### config.mk
export PLATFORM = sky130hd
export DESIGN_NAME = aivs_top
export DESIGN_NICKNAME = d
export VERILOG_FILES = /design/src/inc/aivs_pkg.sv /design/src/design/aivs_flag.sv /design/src/design/aivs_top.sv
export SDC_FILE = /design/constraint.sdc
export NUM_CORES = 1
export LEC_CHECK = 0
export BUFFER_PORTS_ARGS = -buffer_cell sky130_fd_sc_hd__buf_4
export CAP_MARGIN = 20
export CORE_AREA = 4 4 85 87
export CTS_CLUSTER_SIZE = 16
export DETAILED_ROUTE_END_ITERATION = 7
export DIE_AREA = 0 0 89 91
export PLACE_DENSITY = 0.77
export SLEW_MARGIN = 0
export SYNTH_ARGS = -nofsm -noshare
export SYNTH_HDL_FRONTEND = slang
export SYNTH_SLANG_ARGS = --single-unit
### constraint.sdc
create_clock -name clk -period 2.5 [get_ports clk]
set_input_delay 0.5 -clock clk [delete_from_list [all_inputs] [get_ports clk]]
set_output_delay 0.5 -clock clk [all_outputs]
set_load 0.01 [all_outputs]
### src/inc/aivs_pkg.sv
// register map, field layout and constants of the converter vector select
package aivs_pkg;
    // register byte addresses; the vector register sits at four times its index
    localparam logic [7:0] AIVS_IDX_VECTOR = 8'hFF;
    localparam logic [11:0] AIVS_ADDR_VECTOR = {2'h0, AIVS_IDX_VECTOR, 2'h0};
    localparam logic [11:0] AIVS_ADDR_CTRL = 12'h000;
    localparam logic [11:0] AIVS_ADDR_STATUS = 12'h004;
    localparam logic [11:0] AIVS_ADDR_MASK = 12'h008;
    // control register fields
    localparam int AIVS_CTRL_CDF = 7;
    localparam int AIVS_CTRL_WAF = 6;
    localparam int AIVS_CTRL_CDE = 5;
    localparam int AIVS_CTRL_WAE = 4;
    localparam int AIVS_PRIO_W = 3;
    localparam logic [7:0] AIVS_CTRL_RST = 8'h0F;
    // vector register fields
    localparam int AIVS_VEC_WS = 1;
    localparam logic [7:0] AIVS_VEC_RST = 8'h02;
    localparam logic [5:0] AIVS_BASE_RST = 6'h00;
    // interrupt status bits
    localparam int AIVS_ST_CD = 0;
    localparam int AIVS_ST_WA = 1;
    localparam int AIVS_ST_W = 2;
    localparam logic [1:0] AIVS_RESP_OKAY = 2'h0;
    localparam logic [1:0] AIVS_RESP_SLVERR = 2'h2;
    typedef enum logic [2:0] {
        AIVS_IDLE = 3'h1,
        AIVS_WA_PEND = 3'h2,
        AIVS_CD_PEND = 3'h4
    } aivs_src_type;
endpackage

### src/design/aivs_flag.sv
// one sticky event flag: hardware set beats software clear
`timescale 1ns/100ps
module aivs_flag (
    input wire logic clk,
    input wire logic rst_b,
    input wire logic set,
    input wire logic clr,
    input wire logic wr_one,
    output logic q
);
    logic q_r;
    logic q_nxt;
    assign q_nxt = set | wr_one | (q_r & ~clr);
    always_ff @(posedge clk or negedge rst_b) begin
        if (!rst_b) begin
            q_r <= 1'b0;
        end else begin
            q_r <= q_nxt;
        end
    end
    assign q = q_r;
endmodule

### src/design/aivs_top.sv
// converter interrupt vector select with AXI4-Lite register slave
`timescale 1ns/100ps
module aivs_top (
    input wire logic clk,
    input wire logic rst_b,
    input wire logic group_done,
    input wire logic window_exit,
    input wire logic irq_ack,
    output logic irq_req,
    output logic [aivs_pkg::AIVS_PRIO_W-1:0] irq_priority_level,
    output logic [7:0] irq_vector,
    output logic irq,
    input wire logic [11:0] s_axi_awaddr,
    input wire logic s_axi_awvalid,
    output logic s_axi_awready,
    input wire logic [31:0] s_axi_wdata,
    input wire logic [3:0] s_axi_wstrb,
    input wire logic s_axi_wvalid,
    output logic s_axi_wready,
    output logic [1:0] s_axi_bresp,
    output logic s_axi_bvalid,
    input wire logic s_axi_bready,
    input wire logic [11:0] s_axi_araddr,
    input wire logic s_axi_arvalid,
    output logic s_axi_arready,
    output logic [31:0] s_axi_rdata,
    output logic [1:0] s_axi_rresp,
    output logic s_axi_rvalid,
    input wire logic s_axi_rready
);
    import aivs_pkg::*;

    // ------------------------------------------------------------
    // write channel capture
    // ------------------------------------------------------------
    logic aw_held_r;
    logic w_held_r;
    logic [11:0] awaddr_r;
    logic [31:0] wdata_r;
    logic wstrb0_r;
    logic bvalid_r;
    logic [1:0] bresp_r;
    wire aw_take = s_axi_awvalid & ~aw_held_r & ~bvalid_r;
    wire w_take = s_axi_wvalid & ~w_held_r & ~bvalid_r;
    wire wr_go = aw_held_r & w_held_r;
    wire wr_ctrl = wr_go & wstrb0_r & (awaddr_r == AIVS_ADDR_CTRL);
    wire wr_vec = wr_go & wstrb0_r & (awaddr_r == AIVS_ADDR_VECTOR);
    wire wr_mask = wr_go & wstrb0_r & (awaddr_r == AIVS_ADDR_MASK);
    wire wr_hit = (awaddr_r == AIVS_ADDR_CTRL) |
        (awaddr_r == AIVS_ADDR_VECTOR) | (awaddr_r == AIVS_ADDR_MASK) |
        (awaddr_r == AIVS_ADDR_STATUS);
    assign s_axi_awready = ~aw_held_r & ~bvalid_r;
    assign s_axi_wready = ~w_held_r & ~bvalid_r;
    assign s_axi_bvalid = bvalid_r;
    assign s_axi_bresp = bresp_r;

    always_ff @(posedge clk or negedge rst_b) begin
        if (!rst_b) begin
            aw_held_r <= 1'b0;
            w_held_r <= 1'b0;
            awaddr_r <= 12'h000;
            wdata_r <= 32'h0000_0000;
            wstrb0_r <= 1'b0;
            bvalid_r <= 1'b0;
            bresp_r <= AIVS_RESP_OKAY;
        end else begin
            if (aw_take) begin
                aw_held_r <= 1'b1;
                awaddr_r <= {s_axi_awaddr[11:2], 2'h0};
            end
            if (w_take) begin
                w_held_r <= 1'b1;
                wdata_r <= s_axi_wdata;
                wstrb0_r <= s_axi_wstrb[0];
            end
            if (wr_go) begin
                aw_held_r <= 1'b0;
                w_held_r <= 1'b0;
                bvalid_r <= 1'b1;
                bresp_r <= wr_hit ? AIVS_RESP_OKAY : AIVS_RESP_SLVERR;
            end else if (bvalid_r && s_axi_bready) begin
                bvalid_r <= 1'b0;
            end
        end
    end

    // ------------------------------------------------------------
    // control, vector base and flags
    // ------------------------------------------------------------
    logic [1:0] ctrl_r;
    logic [5:0] base_r;
    logic cd_flag;
    logic wa_flag;
    logic cd_clr;
    logic wa_clr;
    assign cd_clr = wr_ctrl & ~wdata_r[AIVS_CTRL_CDF];
    assign wa_clr = wr_ctrl & ~wdata_r[AIVS_CTRL_WAF];

    aivs_flag u_conversion_done_flag (
        .clk(clk),
        .rst_b(rst_b),
        .set(group_done),
        .clr(cd_clr),
        .wr_one(wr_ctrl & wdata_r[AIVS_CTRL_CDF]),
        .q(cd_flag)
    );
    aivs_flag u_window_alarm_flag (
        .clk(clk),
        .rst_b(rst_b),
        .set(window_exit),
        .clr(wa_clr),
        .wr_one(wr_ctrl & wdata_r[AIVS_CTRL_WAF]),
        .q(wa_flag)
    );

    always_ff @(posedge clk or negedge rst_b) begin
        if (!rst_b) begin
            ctrl_r <= AIVS_CTRL_RST[5:4];
            base_r <= AIVS_BASE_RST;
        end else begin
            if (wr_ctrl) begin
                ctrl_r <= wdata_r[5:4];
            end
            if (wr_vec) begin
                base_r <= wdata_r[7:2];
            end
        end
    end
    wire conversion_done_irq_en = ctrl_r[1];
    wire window_alarm_irq_en = ctrl_r[0];
    logic [AIVS_PRIO_W-1:0] prio_r;
    always_ff @(posedge clk or negedge rst_b) begin
        if (!rst_b) begin
            prio_r <= AIVS_CTRL_RST[2:0];
        end else if (wr_ctrl) begin
            prio_r <= wdata_r[2:0];
        end
    end
    assign irq_priority_level = prio_r;

    // ------------------------------------------------------------
    // source arbitration and vector
    // ------------------------------------------------------------
    wire wa_req = wa_flag & window_alarm_irq_en;
    wire cd_req = cd_flag & conversion_done_irq_en;
    // watchdog wins; conversion stays pending in its flag meanwhile
    wire ws_nxt = ~wa_req & cd_req;
    logic ws_r;
    logic [7:0] vec_out_r;
    always_ff @(posedge clk or negedge rst_b) begin
        if (!rst_b) begin
            ws_r <= AIVS_VEC_RST[AIVS_VEC_WS];
            vec_out_r <= 8'h00;
        end else begin
            if (wa_req || cd_req) begin
                ws_r <= ws_nxt;
            end
            if (irq_ack) begin
                vec_out_r <= {base_r, ws_nxt, 1'b0};
            end
        end
    end
    assign irq_req = wa_req | cd_req;
    assign irq_vector = vec_out_r;
    wire [7:0] vec_rd = {base_r, ws_r, 1'b0};

    // ------------------------------------------------------------
    // sticky interrupt status, cleared by read
    // ------------------------------------------------------------
    logic [2:0] st_r;
    logic [2:0] mask_r;
    logic rvalid_r;
    logic [31:0] rdata_r;
    logic [1:0] rresp_r;
    wire ar_take = s_axi_arvalid & ~rvalid_r;
    wire [11:0] ar_a = {s_axi_araddr[11:2], 2'h0};
    wire rd_st = ar_take & (ar_a == AIVS_ADDR_STATUS);
    wire [2:0] ev = {window_exit & group_done, window_exit, group_done};
    always_ff @(posedge clk or negedge rst_b) begin
        if (!rst_b) begin
            st_r <= 3'h0;
            mask_r <= 3'h0;
        end else begin
            // new events beat the read clear
            st_r <= (rd_st ? 3'h0 : st_r) | ev;
            if (wr_mask) begin
                mask_r <= wdata_r[2:0];
            end
        end
    end
    assign irq = |(st_r & mask_r);

    // ------------------------------------------------------------
    // read channel
    // ------------------------------------------------------------
    // reserved bit 3 is not stored; it reads back its value after reset
    wire [7:0] ctrl_rd = {cd_flag, wa_flag, ctrl_r, AIVS_CTRL_RST[3], prio_r};
    wire ar_hit = (ar_a == AIVS_ADDR_CTRL) | (ar_a == AIVS_ADDR_VECTOR) |
        (ar_a == AIVS_ADDR_STATUS) | (ar_a == AIVS_ADDR_MASK);
    wire [31:0] rd_mux =
        (ar_a == AIVS_ADDR_CTRL) ? {24'h000000, ctrl_rd} :
        (ar_a == AIVS_ADDR_VECTOR) ? {24'h000000, vec_rd} :
        (ar_a == AIVS_ADDR_STATUS) ? {29'h00000000, st_r} :
        (ar_a == AIVS_ADDR_MASK) ? {29'h00000000, mask_r} : 32'h0000_0000;
    assign s_axi_arready = ~rvalid_r;
    assign s_axi_rvalid = rvalid_r;
    assign s_axi_rdata = rdata_r;
    assign s_axi_rresp = rresp_r;
    always_ff @(posedge clk or negedge rst_b) begin
        if (!rst_b) begin
            rvalid_r <= 1'b0;
            rdata_r <= 32'h0000_0000;
            rresp_r <= AIVS_RESP_OKAY;
        end else if (ar_take) begin
            rvalid_r <= 1'b1;
            rdata_r <= rd_mux;
            rresp_r <= ar_hit ? AIVS_RESP_OKAY : AIVS_RESP_SLVERR;
        end else if (rvalid_r && s_axi_rready) begin
            rvalid_r <= 1'b0;
        end
    end
endmodule

# [After elaboration in Yosys (flattened, before gate mapping)]
# Cells that the tools add are included.
[word_totals] wordCells=95 ff_bits=86 inputBits=70
[op_classes] n_eq_ne=6 bitwise=45 n_reduce_logical=10 muxes=15
[op_table] operator="zero test 12 bit" count=2
[op_table] operator="AND 1 bit" count=23
[op_table] operator="equality test 10 x 1 -> 1 bit (second input constant)" count=2
[op_table] operator="equality test 10 x 2 -> 1 bit (second input constant)" count=2
[op_table] operator="equality test 10 x 8 -> 1 bit (second input constant)" count=2
[op_table] operator="2-to-1 mux 8 bit" count=2
[op_table] operator="OR 1 bit" count=11
[op_table] operator="2-to-1 mux 3 bit" count=3
[op_table] operator="NOT 1 bit" count=9
[op_table] operator="2-to-1 mux 1 bit" count=8
[op_table] operator="nonzero test 2 bit" count=4
[op_table] operator="2-to-1 mux 2 bit" count=2
[op_table] operator="AND 3 bit" count=1
[op_table] operator="OR 3 bit" count=1
[op_table] operator="OR reduction 3 bit" count=1
[op_table] operator="logical AND 1 bit" count=2
[op_table] operator="logical OR 1 bit" count=1

# [Longest topological paths before layout]
# Gate-level depths: netlist of run 1.
[depth] ltp_word=7 mapped_depth=5

# [Hierarchy]
# Synthesis of run 1 repeated with hierarchy kept, for this count alone.
[unflattened] hier_cells=234 area_unflattened_um2=2776.4
[modules_own_cells] mod="aivs_top" area_per_inst_um2=2701.3 instances=1 seq_area_each_um2=1456.4 cells_each=226
[modules_own_cells] mod="aivs_flag" area_per_inst_um2=37.5 instances=2 seq_area_each_um2=25.0 cells_each=4

# [Worst setup path after synthesis of run 1]
# OpenSTA, ideal clock, no wires.
[synth_timing] path_type="reg-to-reg" start="register awaddr_r[4]" end="register ctrl_r[0]" setup_time_ps=125 t_arrival_ps=1758 path_buffers=0 required_time_ps=2375 slack_ps=617 stages_incl_launch_ff=4 cell_sequence="dfrtp_1 or4_4 nor4_4 mux2_2"
[synth_via] elab_chain_cells=2
[synth_rtl] element="from (decl)" line_no="aivs_top.sv:38" source="logic [11:0] awaddr_r;"
[synth_rtl] element="from (signal assigned)" line_no="aivs_top.sv:69" source="awaddr_r <= {s_axi_awaddr[11:2], 2'h0};"
[synth_rtl] element="zero test 12 bit" line_no="aivs_top.sv:46" source="wire wr_ctrl = wr_go & wstrb0_r & (awaddr_r == AIVS_ADDR_CTRL);"
[synth_rtl] element="AND 1 bit" line_no="aivs_top.sv:46"
[synth_rtl] element="to (signal assigned)" line_no="aivs_top.sv:118" source="ctrl_r <= AIVS_CTRL_RST[5:4];"
[synth_rtl] element="to (signal assigned)" line_no="aivs_top.sv:122" source="ctrl_r <= wdata_r[5:4];"
[synth_rtl] element="to (decl)" line_no="aivs_top.sv:90" source="logic [1:0] ctrl_r;"
# No other way between the ends.
# A chain may end at the register's enable or synchronous reset.

# [Worst setup path in the final report of run 1]
# Ends and elaborated chain as after synthesis.

==> qor.yml, run 1 <==
synthesis:
  synth-edff-count: 0
  ys_seq_area_share_pct: 55.0
  syn_inst: 226
  ys_ff_latch: 60
  synth_mux_area_share_pct: 16.4
  synthAdderAreaFrac_pct: 0
  synth_top_family_by_area: "multiplexers"
  synth-simple-area-share_pct: 12.2
  synthArstFlopShare_pct: 100
  synth_warnings: 0
  netlist_area_sq_um: 2740
  synth_compound_area_share_pct: 7.31
  synthXorXnorAreaFrac_pct: 0
  yosysUniqueCellTypes: 36
  synth_flop_cell: "dfrtp_1"
  avgSynthCellArea_sq_um: 12.1
drt:
  drt_drc_violations_left: 0
  dr_wl_met3_microns: 579
  detail_route.wirelength_mm: 5.59
  drtPass1Iterations: 4
  vias: 1932
  top_layer: "met4"
  drt-initial-drc-count: 134
  vias_per_cell: 5.10
  met2WireLength_mm: 2.64
  wl_met1_mm: 2.31
  wl_per_cell_microns: 14.8
  drtAntennaViolNets: 0
setup_path:
  worst_ep_required_time_ps: 2720
  cp_cell_sequence: "or4_4 -> nor4_4 -> buf_4 -> mux2_2"
  path_delay_family: "simple AND/OR/NAND/NOR gates"
  critPathKind: "reg -> reg"
  crit_path_start_kind: "register"
  slowest_delay_ps: 570
  critPathCaptureType: "register"
  crit_buf_inv: 1
  slowest_stage: "or4_4"
  critPathArrivalTime_ps: 2090
  path_max_fanout: 9
finish:
  area_growth_pct: 23.4
  final_common_cell: "buf_4"
  most-common-layout-cells: "67 x buf_4, 56 x dfrtp_1, 39 x mux2_2, 27 x conb_1, 12 x nand2_1"
  seq_area_sq_um: 1510
  fin_cells: 379
  num_antenna_cells: 0
  fin_area_sq_um: 3380
  fillers: 579
  drive_gt1_share_pct: 42.7
  num-nets-final: 367
  multi_input_area_sq_um: 1080
global_route:
  antenna_found_initial: 0
  grt_overflow_total: 0
  grt_pass1_vias: 1940
  grt_max_degree: 61
  grt_usage_pct: 14.9
  grt_pass1_wl_mm: 9.26
worst_hold_path:
  hp-class: "in -> async"
clock_tree:
  cts_buffers: 9
  post_cts_resized: 0
  cts_tree: "yes"
  clk_pin_slew_ps: 60
  postCtsSetupBuffers: 0
  clkSinkCount: 60
  clock_latency_ps: 330
  clockBufferDepth: 2
  hold_buffers: 0
  h-tree-depth: 3
  root_buffer: "clkbuf_8"
pwr:
  p_clk_share_pct: 27.1
  p_per_area_nw_per_um2: 805
  pwr-share-comb_pct: 22.2
  p_seq_share_pct: 50.6
  internal-power_w: 0.00192
  total_power_w: 0.00272
  p_switching_w: 0.000800
  leakage_nw: 1.65
  peakVddDrop_uv: 720
  swShare_pct: 29.4
sta:
  fin_skew_ps: 6.62
  slew_headroom_pct: 51.0
  finalCriticalPeriod_ps: 1870
  drv_slew: 0
  worstMarginPinSlew_ps: 735
  rsz0062_at_grt: "no"
  final.period_utilization_pct: 74.8
  hold_viol_final: 0
  max_freq_mhz: 535
  setup_violations: 0
  timing.final.ws_setup_ps: 630
  finalSetupTns_ps: 0
place:
  numPlacedInstances: 363
  portBuffers: 65
  gp_congestion: 0.719
  dp_hpwl_mm: 4.19
  placed_area_sq_um: 3210
  dp_slack_ps: 598
outcome:
  status: "finished clean"
die:
  rows: 29
  core_area_sq_um: 6350
  initial_core_util_pct: 43.1
  die_w_microns: 89
  dieArea_sq_um: 8100
  die_h_microns: 91
  io-pin-count: 124
run:
  maxCapViolations: 0
[layout make-up]
type	instances	area share (%)
multi-input cells	154	32.1
repair buffers	67	14.9
well taps	77	2.85
clock buffers	11	4.19
clock inverters	5	0.815
flip-flops and latches	60	44.6
inverters	5	0.556
[per-layer routing]
metal | up-vias | track usage (%)
met5 | - | 0
met4 | 0 | 6.70
met3 | 8 | 4.16
met2 | 86 | 23.0
met1 | 939 | 19.4
li1 | 899 | -
[sequential cells by signal, indices dropped and copies added, names as in the netlist, 2 cells and up]
signal,count
mask_r,3
ctrl_r,2
wdata_r,8
awaddr_r,10
irq_vector,7
s_axi_rdata,8
st_r,3
irq_priority_level,3
base_r,6
[cells in the mapped netlist (2+ instances only)]
cell	number	area share, %
a21o_1	4	1.1
a21oi_1	7	1.3
a221o_1	4	1.5
a221oi_1	2	0.64
and2_1	3	0.69
and3_1	4	0.91
buf_4	27	7.4
clkbuf_1	5	0.69
dfrtp_1	56	51
dfstp_2	4	3.8
inv_1	5	0.69
mux2_2	39	16
nand2_1	12	1.6
nand2b_1	2	0.46
nand3_1	3	0.55
nand4_1	4	0.91
nor2_1	11	1.5
nor2b_1	4	0.91
nor3_1	7	1.3
nor4_1	3	0.69
o21ai_0	4	0.73
or4_4	2	0.82
[power groups by stage]
stage | clock (W) | sequential (W) | combinational (W)
5_1_grt | 0.000816 | 0.00142 | 0.000673
6_report | 0.000738 | 0.00138 | 0.000604
2_1_floorplan | 0 | 0.00135 | 0.000428
3_3_place_gp | 0 | 0.00138 | 0.000596
3_5_place_dp | 0 | 0.00139 | 0.000612
4_1_cts | 0.000759 | 0.00138 | 0.000615
[final timing paths]
path / start / end / slack [ps] / depth (start not counted)
worst max-delay path: awaddr_r[4] / ctrl_r[0] / 630 / 4
worst min register to register: s_axi_rdata[0] / s_axi_rdata[0] / 480 / 2
worst max register to register: awaddr_r[4] / ctrl_r[0] / 630 / 4
max in group asynchronous: rst_b / s_axi_rdata[4] / 1780 / 1
min in group clk: s_axi_bready / s_axi_bvalid / 350 / 2
worst min-delay path: rst_b / wdata_r[3] / 220 / 1
[stage by stage]
| step | utilization, % | hold slack [ps] |
|---|---|---|
| finish | 53.2 | 224 |
| global route | 53.2 | 291 |
| CTS | 53.2 | 250 |
| detailed placement | 50.5 | 468 |
| global placement | 50.5 | 464 |
| floorplan | - | 204 |
[logic make-up (layout without fill, tap and decap cells)]
logic type	after synthesis	after routing
AO/OA/AOI/OAI	28	28
buffers and inverters	38	88
flip-flops	60	60
multiplexers	40	40
other	1	27
AND/OR/NAND/NOR	59	59
(Power assumes the default switching activity.)
==> inputs of run 2 (changes only) <==
==> constraint.sdc (replaced) <==
create_clock -name clk -period 1.9 [get_ports clk]
set_input_delay 0.38 -clock clk [delete_from_list [all_inputs] [get_ports clk]]
set_output_delay 0.38 -clock clk [all_outputs]
set_load 0.01 [all_outputs]
==> run 2 against run 1 <==
Worst setup slack got worse by 570 ps; clock power rose by 54%; non-clock buffer count rose by 6; sequential cell count did not move; total power rose by 40%.
==> qor.yml, run 2 (synthesized netlist as in run 1, its figures left out) <==
clock_tree:
  cts_buffers: 9  # unchanged
  clkSinkCount: 60  # unchanged
  cts_tree: "yes"  # unchanged
  clk_pin_slew_ps: 60  # about the same
  hold_buffers: 0  # unchanged
  h-tree-depth: 3  # unchanged
  root_buffer: "clkbuf_8"  # unchanged
  clockBufferDepth: 2  # unchanged
  clock_latency_ps: 330  # about the same
finish:
  most-common-layout-cells: "72 x buf_4, 56 x dfrtp_1, 37 x mux2_2, 27 x conb_1, 12 x nand2_1"  # was 67 x buf_4, 56 x dfrtp_1, 39 x mux2_2, 27 x conb_1, 12 x nand2_1
  area_growth_pct: 26.6  # was 23.4%
  largest_register_ffs: 10  # unchanged
  largest_register: "awaddr_r"  # unchanged
  num_antenna_cells: 0  # unchanged
  drive_gt1_share_pct: 43.8  # was 42.7%
  num-nets-final: 373  # was 367
  fillers: 566  # was 579
  fin_cells: 385  # was 379
  final_common_cell: "buf_4"  # unchanged
pwr:
  leakage_nw: 1.70  # was 1.65 nW
  total_power_w: 0.00380  # was 0.00272 W
  pwr-share-comb_pct: 22.4  # was 22.2%
  p_per_area_nw_per_um2: 1100  # was 805 nW/um^2
  internal-power_w: 0.00274  # was 0.00192 W
  p_switching_w: 0.00106  # was 0.000800 W
  swShare_pct: 27.9  # was 29.4%
  p_seq_share_pct: 47.7  # was 50.6%
  p_clk_share_pct: 29.9  # was 27.1%
  peakVddDrop_uv: 752  # was 720 uV
drt:
  wl_per_cell_microns: 14.4  # was 14.8 microns
  drtAntennaViolNets: 0  # unchanged
  vias: 1922  # was 1932
  drtPass1Iterations: 6  # was 4
  drt-initial-drc-count: 69  # was 134
  vias_per_cell: 4.99  # was 5.10
  drt_drc_violations_left: 0  # unchanged
  detail_route.wirelength_mm: 5.54  # was 5.59 mm
die:
  die_w_microns: 89  # unchanged
  initial_core_util_pct: 43.1  # unchanged
  die_h_microns: 91  # unchanged
  core_area_sq_um: 6350  # unchanged
  rows: 29  # unchanged
  dieArea_sq_um: 8100  # unchanged
  io-pin-count: 124  # unchanged
sta:
  timing.final.ws_setup_ps: 58.0  # was 630 ps
  fin_skew_ps: 8.48  # was 6.62 ps
  finalCriticalPeriod_ps: 1840  # was 1870 ps
  rsz0062_at_grt: "yes"  # was no
  final.period_utilization_pct: 96.9  # was 74.8%
  hold_viol_final: 0  # unchanged
  whs_ps: 106  # was 224 ps
  slew_headroom_pct: 51.7  # was 51.0%
  setup_violations: 0  # unchanged
  max_freq_mhz: 543  # was 535 MHz
  drv_slew: 0  # unchanged
  worstMarginPinSlew_ps: 725  # was 735 ps
global_route:
  grt_pass1_vias: 1969  # was 1940
  grt.busiest_layer: "met2"  # unchanged
  antenna_found_initial: 0  # unchanged
  grt_use_met3_pct: 6.79  # was 4.16%
  grt_use_met1_pct: 18.3  # was 19.4%
  grt_usage_pct: 14.9  # about the same
  grt_overflow_total: 0  # unchanged
  grt_max_degree: 61  # unchanged
  grt_pass1_wl_mm: 9.27  # was 9.26 mm
  use_met2_pct: 23.6  # was 23.0%
place:
  numPlacedInstances: 366  # was 363
  dp_hpwl_mm: 4.19  # about the same
  dp_slack_ps: 33.4  # was 598 ps
  gp_congestion: 0.716  # was 0.719
  portBuffers: 65  # unchanged
worst_hold_path:
  hp-class: "in -> async"  # unchanged
setup_path:
  r2r_end: "ctrl_r[0]"  # unchanged
  path_delay_family: "simple AND/OR/NAND/NOR gates"  # unchanged
  r2r_start: "awaddr_r[10]"  # was awaddr_r[4]
  crit_start: "awaddr_r[10]"  # was awaddr_r[4]
  worst_ep_required_time_ps: 2110  # was 2720 ps
  r2r_slack_ps: 60  # was 630 ps
  critPathCaptureType: "register"  # unchanged
  crit_buf_inv: 1  # unchanged
  cp_cell_sequence: "or4_4 -> nor4_4 -> buf_6 -> mux2_4"  # was or4_4 -> nor4_4 -> buf_4 -> mux2_2
  slowest_delay_ps: 570  # about the same
  path_max_fanout: 8  # was 9
  crit_path_end: "ctrl_r[0]"  # unchanged
  cp.depth: 4  # unchanged
  crit_path_start_kind: "register"  # unchanged
  slowest_stage: "or4_4"  # unchanged
  critPathKind: "reg -> reg"  # unchanged
  critPathArrivalTime_ps: 2050  # was 2090 ps
  ff2ff_path_depth: 4  # unchanged
run:
  maxCapViolations: 0  # unchanged
outcome:
  status: "finished clean"  # unchanged
==> run 2: worst reg2reg max path, stage by stage (launching register included) <==
cell	delay (ps)
dfrtp_1	400
or4_4	570
nor4_4	280
buf_6	180
mux2_4	300
==> run 2: layout make-up <==
cell class | count | area, sq um | share of cell area [%]
flip-flops and latches | 60 | 1510 | 43.4
multi-input cells | 154 | 1090 | 31.5
inverters | 5 | 18.8 | 0.541
clock inverters | 4 | 47.5 | 1.37
well taps | 77 | 96.3 | 2.78
clock buffers | 12 | 155 | 4.47
repair buffers | 73 | 552 | 15.9
==> run 2: worst min path at each step <==
stage	start	endpoint	slack, ps
after floorplan	rst_b	aw_held_r	80
after global placement	s_axi_rdata[0]	s_axi_rdata[0]	460
after detailed placement	s_axi_rdata[0]	s_axi_rdata[0]	470
after CTS	rst_b	awaddr_r[9]	130
after global routing	rst_b	irq_vector[7]	160
final	rst_b	wdata_r[3]	110
==> run 2: what timing repair did <==
item | CTS | global route
buffers inserted | 0 | 3
gates resized for setup | 0 | 3
endpoints found under the setup margin | 0 | 5
==> run 2: per-stage QoR <==
step | TNS, ps | cell area (sq um) | utilization, %
finish | 0 | 3470 | 54.6
global route | -29.7 | 3470 | 54.6
CTS | 0 | 3430 | 54.1
detailed placement | 0 | 3230 | 50.9
global placement | 0 | 3230 | 50.9
floorplan | 0 | 2840 | -
==> run 2: layer usage <==
layer / up-vias / share of wire [%]
met5: - / 0
met4: 0 / 1.1
met3: 6 / 10
met2: 79 / 49
met1: 929 / 40
li1: 908 / -
==> run 2: power by group through the flow <==
stage,registers (W),clock network (W),logic (W)
floorplan,0.00178,0,0.000563
global placement,0.00182,0,0.000806
detailed placement,0.00184,0,0.000830
CTS,0.00182,0.00118,0.000833
global route,0.00186,0.00124,0.000943
finish,0.00181,0.00114,0.000852
